## src/common/laser_status_map.svh

```systemverilog
`ifndef LASER_STATUS_MAP_SVH
`define LASER_STATUS_MAP_SVH

// ============================================================
// Register offsets (word addresses on the plain port)
`define ADDR_CONTROL 4'h0
`define ADDR_STATUS 4'h1
`define ADDR_IRQ_STATUS 4'h2
`define ADDR_IRQ_MASK 4'h3
`define ADDR_WIDTH 4

// ============================================================
// Control register fields
`define CTRL_OVER_TEMP_BIT 0
`define CTRL_NO_STRIKE_BIT 1
`define CTRL_RESET_VALUE 8'h00

// ============================================================
// Status / interrupt field positions (same layout for status, irq)
`define ST_LASE_BIT 0
`define ST_FAULT_BIT 1
`define ST_READY_BIT 2
`define ST_SHUTTER_BIT 3
`define ST_INTLK_OPEN_BIT 4
`define ST_INHIBIT_BIT 5
`define IRQ_WIDTH 5
`define IRQ_MASK_RESET 5'h00

// ============================================================
// Timing
`define CLK_FREQ_HZ 40000000
`define INHIBIT_TIME_S 5
`define INHIBIT_CYCLES (`INHIBIT_TIME_S * `CLK_FREQ_HZ)
`define INHIBIT_CNT_WIDTH 28

// Shutter indicator flash half-period for the no-strike display
`define FLASH_TIME_MS 250
`define FLASH_CYCLES (`FLASH_TIME_MS * (`CLK_FREQ_HZ / 1000))
`define FLASH_CNT_WIDTH 24

`endif

```

## src/common/laser_status_pkg.sv

```systemverilog
package laser_status_pkg;

    // Inhibit timer state, one-hot
    typedef enum logic [2:0] {
        INH_DISABLED = 3'b001,
        INH_COUNTING = 3'b010,
        INH_ENABLED = 3'b100
    } inhibit_state_t;

endpackage

```

## src/hdl/inhibit_timer.sv

```systemverilog
`timescale 1ns/10ps
`include "laser_status_map.svh"

module inhibit_timer
    import laser_status_pkg::*;
#(
    parameter logic [`INHIBIT_CNT_WIDTH-1:0] INHIBIT_CYCLES = `INHIBIT_CNT_WIDTH'(`INHIBIT_CYCLES)
) (
    input wire logic clk_sys, // System clock
    input wire logic rst, // Asynchronous reset, active high
    input wire logic enable_cond, // Condition that must hold for the whole delay
    output logic done, // Delay elapsed and condition still true
    output logic counting // Delay running
);

    inhibit_state_t state_reg;
    logic [`INHIBIT_CNT_WIDTH-1:0] count_reg;

    // ============================================================
    // Delay state machine; any drop of the condition restarts it
    always_ff @(posedge clk_sys or posedge rst) begin
        if (rst) begin
            state_reg <= INH_DISABLED;
        end else if (!enable_cond) begin
            state_reg <= INH_DISABLED;
        end else begin
            unique case (state_reg)
                INH_DISABLED: begin
                    state_reg <= INH_COUNTING;
                end
                INH_COUNTING: begin
                    if (count_reg == INHIBIT_CYCLES - 1'b1) begin
                        state_reg <= INH_ENABLED;
                    end
                end
                INH_ENABLED: begin
                    state_reg <= INH_ENABLED;
                end
                default: begin
                    state_reg <= INH_DISABLED;
                end
            endcase
        end
    end

    // Counter clears whenever not counting, so a restart begins at zero
    always_ff @(posedge clk_sys or posedge rst) begin
        if (rst) begin
            count_reg <= '0;
        end else if (state_reg == INH_COUNTING && enable_cond) begin
            count_reg <= count_reg + 1'b1;
        end else begin
            count_reg <= '0;
        end
    end

    assign done = (state_reg == INH_ENABLED) && enable_cond;
    assign counting = (state_reg == INH_COUNTING);

endmodule

```

## src/hdl/flash_gen.sv

```systemverilog
`timescale 1ns/10ps
`include "laser_status_map.svh"

module flash_gen #(
    parameter logic [`FLASH_CNT_WIDTH-1:0] HALF_CYCLES = `FLASH_CNT_WIDTH'(`FLASH_CYCLES)
) (
    input wire logic clk_sys, // System clock
    input wire logic rst, // Asynchronous reset, active high
    output logic blink // Square wave for flashing an indicator
);

    logic [`FLASH_CNT_WIDTH-1:0] count_reg;
    logic blink_reg;

    // ============================================================
    // Free-running divider; indicator display only, no safety role
    always_ff @(posedge clk_sys or posedge rst) begin
        if (rst) begin
            count_reg <= '0;
            blink_reg <= 1'b0;
        end else if (count_reg == HALF_CYCLES - 1'b1) begin
            count_reg <= '0;
            blink_reg <= ~blink_reg;
        end else begin
            count_reg <= count_reg + 1'b1;
        end
    end

    assign blink = blink_reg;

endmodule

```

## src/hdl/laser_status_outputs.sv

```systemverilog
// Functional notes
// - Lasing-active output closed while beam emitted, open otherwise.
// - Fault output closed on over-temperature or no-strike; no-strike flashes shutter indicator.
// - Fault output open while temperature normal and no no-strike.
// - Ready output closed while laser enabled; lasing follows modulation command.
// - Lasing inhibited five seconds after ready output first closes.
// - Ready output open while laser disabled.
// - Shutter-open output closed only with interlock and shutter request both asserted.
// - Shutter-open output open while laser disabled.
// - Interlock-open output closed while interlock input circuit open.
// - Interlock-open output open while interlock satisfied.
// - Lasing inhibited five seconds after interlock-open output opens again.
// - Held reset/start request disables laser; release starts five-second countdown, then enable.
// - Interlock loss closes shutter, clears ready and shutter status, ignoring shutter request.
// - Interlock faults unlatched; restore re-enables ready and, after delay, lasing.
// - Internal shutter opens on request only while interlock asserted.
//
// The implementer's own choices: the plain strobed port and the address map.
`timescale 1ns/10ps
`include "laser_status_map.svh"

module laser_status_outputs
    import laser_status_pkg::*;
#(
    parameter logic [`INHIBIT_CNT_WIDTH-1:0] INHIBIT_CYCLES = `INHIBIT_CNT_WIDTH'(`INHIBIT_CYCLES),
    parameter logic [`FLASH_CNT_WIDTH-1:0] FLASH_CYCLES = `FLASH_CNT_WIDTH'(`FLASH_CYCLES)
) (
    input wire logic clk_sys, // System clock, 40 MHz
    input wire logic rst, // Asynchronous reset, active high
    input wire logic interlock_in, // Remote interlock present, high = satisfied
    input wire logic shutter_request, // Shutter open request
    input wire logic reset_start_request, // Held high keeps laser disabled
    input wire logic modulation_in, // Pulse-width command
    input wire logic over_temp, // Over-temperature fault level
    input wire logic no_strike, // No-strike fault level
    input wire logic [`ADDR_WIDTH-1:0] reg_addr, // Register word address
    input wire logic [7:0] reg_wdata, // Register write data
    input wire logic reg_write, // Write strobe
    input wire logic reg_read, // Read strobe
    output logic [7:0] reg_rdata, // Read data, cycle after strobe
    output logic irq, // Level interrupt
    output logic lase_active_out, // Closed (1) while emitting
    output logic fault_out, // Closed (1) on fault
    output logic ready_out, // Closed (1) while enabled
    output logic shutter_open_out, // Closed (1) while shutter open
    output logic interlock_open_out, // Closed (1) while interlock open
    output logic shutter_drive, // Internal shutter actuator
    output logic shutter_indicator, // Shutter lamp, flashes on no-strike
    output logic temperature_indicator // Temperature lamp, high = fault
);

    logic [7:0] ctrl_reg;
    logic [`IRQ_WIDTH-1:0] irq_status_reg;
    logic [`IRQ_WIDTH-1:0] irq_mask_reg;
    logic [`IRQ_WIDTH-1:0] prev_outputs_reg;
    logic [`IRQ_WIDTH-1:0] cur_outputs;
    logic [`IRQ_WIDTH-1:0] irq_status_next;
    logic [7:0] reg_rdata_reg;
    logic lase_reg;
    logic fault_reg;
    logic ready_reg;
    logic shutter_reg;
    logic intlk_open_reg;
    logic temp_ind_reg;
    logic shutter_ind_reg;
    logic fault_any;
    logic ready_cond;
    logic lase_allowed;
    logic inhibit_counting;
    logic blink;
    logic temp_fault;
    logic strike_fault;
    logic shutter_cond;
    logic lase_cond;

    // Write strobe aimed at one register word; shared by every writable register
    function automatic logic write_hit(input logic wr, input logic [`ADDR_WIDTH-1:0] addr,
        input logic [`ADDR_WIDTH-1:0] target);
        return wr && (addr == target);
    endfunction

    // ============================================================
    // Conditions
    // Over-temperature: pin level or the software-forced test bit
    assign temp_fault = over_temp | ctrl_reg[`CTRL_OVER_TEMP_BIT];

    // No-strike: pin level or the software-forced test bit
    assign strike_fault = no_strike | ctrl_reg[`CTRL_NO_STRIKE_BIT];

    // Levels only, so clearing the source clears the output without a reset
    assign fault_any = temp_fault | strike_fault;

    // Enabled only with interlock present and start request released; unlatched
    assign ready_cond = interlock_in & ~reset_start_request;

    // Shutter opens only with interlock present; a held start request counts as disabled
    assign shutter_cond = interlock_in & shutter_request & ~reset_start_request;

    // One timer covers both ready closing and interlock restoring, as both
    // start from ready_cond rising; a drop anywhere restarts the delay
    inhibit_timer #(
        .INHIBIT_CYCLES(INHIBIT_CYCLES)
    ) u_inhibit (
        .clk_sys(clk_sys),
        .rst(rst),
        .enable_cond(ready_cond),
        .done(lase_allowed),
        .counting(inhibit_counting)
    );

    flash_gen #(
        .HALF_CYCLES(FLASH_CYCLES)
    ) u_flash (
        .clk_sys(clk_sys),
        .rst(rst),
        .blink(blink)
    );

    // ============================================================
    // Status outputs, registered for glitch-free relay drive
    // Ready follows the enable condition at once; the inhibit gates emission only
    always_ff @(posedge clk_sys or posedge rst) begin
        if (rst) begin
            ready_reg <= 1'b0;
        end else begin
            ready_reg <= ready_cond;
        end
    end

    // Interlock-open mirrors the pin inverted and is never latched
    always_ff @(posedge clk_sys or posedge rst) begin
        if (rst) begin
            intlk_open_reg <= 1'b0;
        end else begin
            intlk_open_reg <= ~interlock_in;
        end
    end

    // Status and actuator share one flip-flop so they can never disagree
    always_ff @(posedge clk_sys or posedge rst) begin
        if (rst) begin
            shutter_reg <= 1'b0;
        end else begin
            shutter_reg <= shutter_cond;
        end
    end

    // Emission needs delay complete, shutter open, no fault and a command
    assign lase_cond = lase_allowed & shutter_cond & ~fault_any & modulation_in;

    always_ff @(posedge clk_sys or posedge rst) begin
        if (rst) begin
            lase_reg <= 1'b0;
        end else begin
            lase_reg <= lase_cond;
        end
    end

    // Fault output follows the fault levels
    always_ff @(posedge clk_sys or posedge rst) begin
        if (rst) begin
            fault_reg <= 1'b0;
        end else begin
            fault_reg <= fault_any;
        end
    end

    // Temperature lamp lights on the over-temperature level alone
    always_ff @(posedge clk_sys or posedge rst) begin
        if (rst) begin
            temp_ind_reg <= 1'b0;
        end else begin
            temp_ind_reg <= temp_fault;
        end
    end

    // Shutter lamp flashes on no-strike, otherwise shows the shutter state
    always_ff @(posedge clk_sys or posedge rst) begin
        if (rst) begin
            shutter_ind_reg <= 1'b0;
        end else if (strike_fault) begin
            shutter_ind_reg <= blink;
        end else begin
            shutter_ind_reg <= shutter_cond;
        end
    end

    assign lase_active_out = lase_reg;
    assign fault_out = fault_reg;
    assign ready_out = ready_reg;
    assign shutter_open_out = shutter_reg;
    assign interlock_open_out = intlk_open_reg;
    assign shutter_drive = shutter_reg;
    assign shutter_indicator = shutter_ind_reg;
    assign temperature_indicator = temp_ind_reg;

    // ============================================================
    // Interrupts: any change of one of the five status outputs sets its sticky bit
    assign cur_outputs = {intlk_open_reg, shutter_reg, ready_reg, fault_reg, lase_reg};

    always_ff @(posedge clk_sys or posedge rst) begin
        if (rst) begin
            prev_outputs_reg <= '0;
        end else begin
            prev_outputs_reg <= cur_outputs;
        end
    end

    // Set wins over a write-one clear in the same cycle
    always_comb begin
        irq_status_next = irq_status_reg;
        if (write_hit(reg_write, reg_addr, `ADDR_IRQ_STATUS)) begin
            irq_status_next = irq_status_next & ~reg_wdata[`IRQ_WIDTH-1:0];
        end
        irq_status_next = irq_status_next | (cur_outputs ^ prev_outputs_reg);
    end

    always_ff @(posedge clk_sys or posedge rst) begin
        if (rst) begin
            irq_status_reg <= '0;
        end else begin
            irq_status_reg <= irq_status_next;
        end
    end

    assign irq = |(irq_status_reg & irq_mask_reg);

    // ============================================================
    // Control register: software fault test bits
    always_ff @(posedge clk_sys or posedge rst) begin
        if (rst) begin
            ctrl_reg <= `CTRL_RESET_VALUE;
        end else if (write_hit(reg_write, reg_addr, `ADDR_CONTROL)) begin
            ctrl_reg <= reg_wdata;
        end
    end

    // Interrupt mask, same layout as the status bits
    always_ff @(posedge clk_sys or posedge rst) begin
        if (rst) begin
            irq_mask_reg <= `IRQ_MASK_RESET;
        end else if (write_hit(reg_write, reg_addr, `ADDR_IRQ_MASK)) begin
            irq_mask_reg <= reg_wdata[`IRQ_WIDTH-1:0];
        end
    end

    // Register reads; unmapped addresses read zero
    always_ff @(posedge clk_sys or posedge rst) begin
        if (rst) begin
            reg_rdata_reg <= 8'h00;
        end else if (reg_read) begin
            unique case (reg_addr)
                `ADDR_CONTROL: begin
                    reg_rdata_reg <= ctrl_reg;
                end
                `ADDR_STATUS: begin
                    reg_rdata_reg <= {2'b00, inhibit_counting, cur_outputs};
                end
                `ADDR_IRQ_STATUS: begin
                    reg_rdata_reg <= {3'b000, irq_status_reg};
                end
                `ADDR_IRQ_MASK: begin
                    reg_rdata_reg <= {3'b000, irq_mask_reg};
                end
                default: begin
                    reg_rdata_reg <= 8'h00;
                end
            endcase
        end else begin
            reg_rdata_reg <= 8'h00;
        end
    end

    assign reg_rdata = reg_rdata_reg;

endmodule

```

## config.mk

```make
export PLATFORM = sky130hd
export DESIGN_NAME = laser_status_outputs
export DESIGN_NICKNAME = d
export VERILOG_FILES = /design/src/common/laser_status_pkg.sv /design/src/hdl/inhibit_timer.sv /design/src/hdl/flash_gen.sv /design/src/hdl/laser_status_outputs.sv
export VERILOG_INCLUDE_DIRS = /design/src /design/src/common
export SDC_FILE = /design/constraint.sdc
export NUM_CORES = 1
export LEC_CHECK = 0
export ABC_AREA = 1
export BUFFER_PORTS_ARGS = -buffer_cell sky130_fd_sc_hd__buf_2
export CAP_MARGIN = 20
export CORE_MARGIN = 3
export CORE_UTILIZATION = 37
export DETAILED_ROUTE_END_ITERATION = 6
export GPL_ROUTABILITY_DRIVEN = 1
export GPL_TIMING_DRIVEN = 0
export PLACE_DENSITY = 0.51
export SYNTH_ARGS = -nofsm -noshare
export SYNTH_HDL_FRONTEND = slang
export SYNTH_SLANG_ARGS = --single-unit
```

## constraint.sdc

```tcl
create_clock -name clk_sys -period 8.5 [get_ports clk_sys]
set_input_delay 1.7 -clock clk_sys [delete_from_list [all_inputs] [get_ports clk_sys]]
set_output_delay 1.7 -clock clk_sys [all_outputs]
set_load 0.005 [all_outputs]
```

==> results.yml <==
logic_synthesis:
  synth.avg_cell_area_sq_um: 7.89
  yosysUniqueCellTypes: 31
  synth_commonest_cells: "nand2_1, nor2_1, dfrtp_1"
  synth_top_family_by_area: "simple AND/OR/NAND/NOR gates"
  synth_fa_ha_area_share_pct: 0.527
  ys.flop_type: "dfrtp_1"
  synth_area_sq_um: 4750
  synth_compound_area_share_pct: 5.85
  synth_seq_area_share_pct: 49.6
  muxShareOfSynthArea_pct: 0
  yosys_register_bits: 94
  synth_edf_count: 0
  synth_nets: 626
  synth_xor_area_share_pct: 3.50
  async_flop_share_pct: 100
  synth_area_leader_cell: "dfrtp_1"
  netlist_top_cells_area: "dfrtp_1, nand2_1, nor2_1, inv_1, nand3_1"
  synth_top_area_share_pct: 49.0
  synth-simple-area-share_pct: 33.7
  yosys_warnings: 0
  yosys.cell_count.top_type: "nand2_1"
  synth_cells: 602
run_status:
  status: "finished, final reports clean"
clocking:
  numCtsBuffers: 9
  cts_max_level: 3
  root_buffer: "clkbuf_16"
  clock_latency_ns: 0.35
  cts_sinks: 94
  hold_buffers: 0
  post-cts-setup-buffers: 0
  clk_pin_slew_ns: 0.06
  ctsLongestPathBuffers: 2
  cts_resized: 0
  cts_tree: "done"
final_layout:
  drive_above_1_share_pct: 16.6
  area_growth_pct: 15.9
  nets: 676
  diodes: 0
  largest_reg_flops: 28
timing:
  drv_slew: 0
  clock_skew_ns: 0.00524
  finalSetupTns_ns: 0
  setup_viol: 0
  final.period_utilization_pct: 35.5
  tightest_slew_ns: 0.356
  timing.final.ws_setup_ns: 5.48
  max_slew_margin_pct: 76.3
  fmax_mhz: 331
  hold_violations: 0
  rsz0062_at_grt: "false"
  min_period_ns: 3.02
placed_design:
  port_buffers: 38
  hpwlAfterDp_microns: 7430
  place_congestion: 0.790
  dp_slack_ns: 5.66
grt:
  use_met2_pct: 24.9
  grt_pass1_vias: 3711
  grt_max_degree: 71
  grt.busiest_layer: "met2"
  grt_first_pass_wirelength_microns: 17400
  overflow: 0
  met1_usage_pct: 19.4
  grt.met3_usage_pct: 4.70
  grt.total_usage_pct: 15.2
  antenna_found_initial: 0
setup_path:
  cp.required_ns: 6.80
  endpoint_kind: "primary output"
  setup.worst_path.class: "reg -> out"
  path_max_fanout: 3
  cp.arrival_ns: 1.32
  cp-start-kind: "flop"
die:
  core.rowCount: 40
  core_area_sq_um: 12300
  die_x_microns: 119
  chipHeight_microns: 119
  start_util_pct: 38.7
  boundaryPins: 39
  die_area_sq_um: 14200
routing:
  dr.pass1.iters: 4
  drt_iter0_markers: 114
  post-route-drc-count: 0
  viasPerCell: 4.48
  routed_wl_microns: 9860
  wl_per_cell_microns: 12.0
  dr_total_vias: 3692
  detail-route-antenna-nets: 0
min_path:
  holdCritPathClass: "reg -> reg"
pwr:
  p_leak_nw: 2.53
  vdd_drop_max_mv: 0.0898
  power.density_nw_per_um2: 177
job:
  cap_violations: 0
-- layout by cell type, fill, tap and decap left out, types with 3 or more instances in the layout --
| master | instances |
|---|---|
| xnor2_1 | 8 |
| nand2_1 | 161 |
| nor2_2 | 13 |
| buf_2 | 38 |
| inv_1 | 68 |
| nand2_2 | 12 |
| nor3_1 | 3 |
| a21oi_1 | 22 |
| o21ai_0 | 20 |
| o21ai_1 | 7 |
| nand4_1 | 4 |
| inv_2 | 5 |
| nand3_1 | 32 |
| nor2_4 | 12 |
| clkbuf_16 | 9 |
| nand2_4 | 3 |
| xor2_1 | 11 |
| nor2_1 | 107 |
| dfrtp_1 | 93 |
| nand3b_1 | 3 |
-- worst max-delay path, stage by stage (launching register included) --
cell      delay, ns
dfrtp_1        0.39
nand2_1        0.07
nand2_1        0.06
a221oi_1       0.23
nand2_1        0.08
buf_2          0.14
-- kinds of logic after synthesis --
family,Yosys count
and+or+nand+nor,355
DFF,94
buffers and inverters,79
AOI/OAI and AO/OA,53
xor gates and xnor gates,19
adders and majority gates,2
-- cell type report --
class	instances	area (sq um)
fillers	1222	6760
flip-flops and latches	94	2350
multi-input cells	429	2070
inverters	75	289
clock buffers	12	256
repair buffers	39	218
well taps	168	210
clock inverters	3	67.6
plain buffers	4	37.5
-- metal layers --
layer,up-vias,wire (microns)
met4,0,138
met1,1689,4740
li1,1953,-
met5,-,0
met2,37,4660
met3,13,318
-- power breakdown --
group	internal, mW	switching (mW)	leakage [nW]
registers	0.467	0.0125	1.23
logic	0.0219	0.0334	1.14
clock network	0.272	0.168	0.155
total	0.761	0.213	2.53
-- final timing paths --
path | start | to | slack [ns] | cells after the start
min in group asynchronous | rst | u_flash.count_reg[19] | 1.32 | 2
max in group asynchronous | rst | u_inhibit.state_reg[0] | 6.47 | 3
max | irq_status_reg[1] | irq | 5.48 | 5
max reg2reg | u_flash.count_reg[0] | u_flash.blink | 7.01 | 9
min | u_inhibit.count_reg[0] | u_inhibit.count_reg[0] | 0.46 | 1
min reg2reg | u_inhibit.count_reg[0] | u_inhibit.count_reg[0] | 0.46 | 1
-- per-stage QoR --
stage          instance area (sq um)  power [mW]  cells  utilization (%)  hold slack (ns)
5_1_grt                         5500        1.02    824             44.9            0.478
4_1_cts                         5500       0.992    824             44.9            0.462
3_5_place_dp                    5180       0.545    809             42.2            0.454
3_3_place_gp                    5150       0.542    808             42.0            0.428
6_report                        5500       0.975    824             44.9            0.458
2_1_floorplan                   4750       0.520    602                -            0.432
No activity file was read; power rests on OpenSTA's default activity.
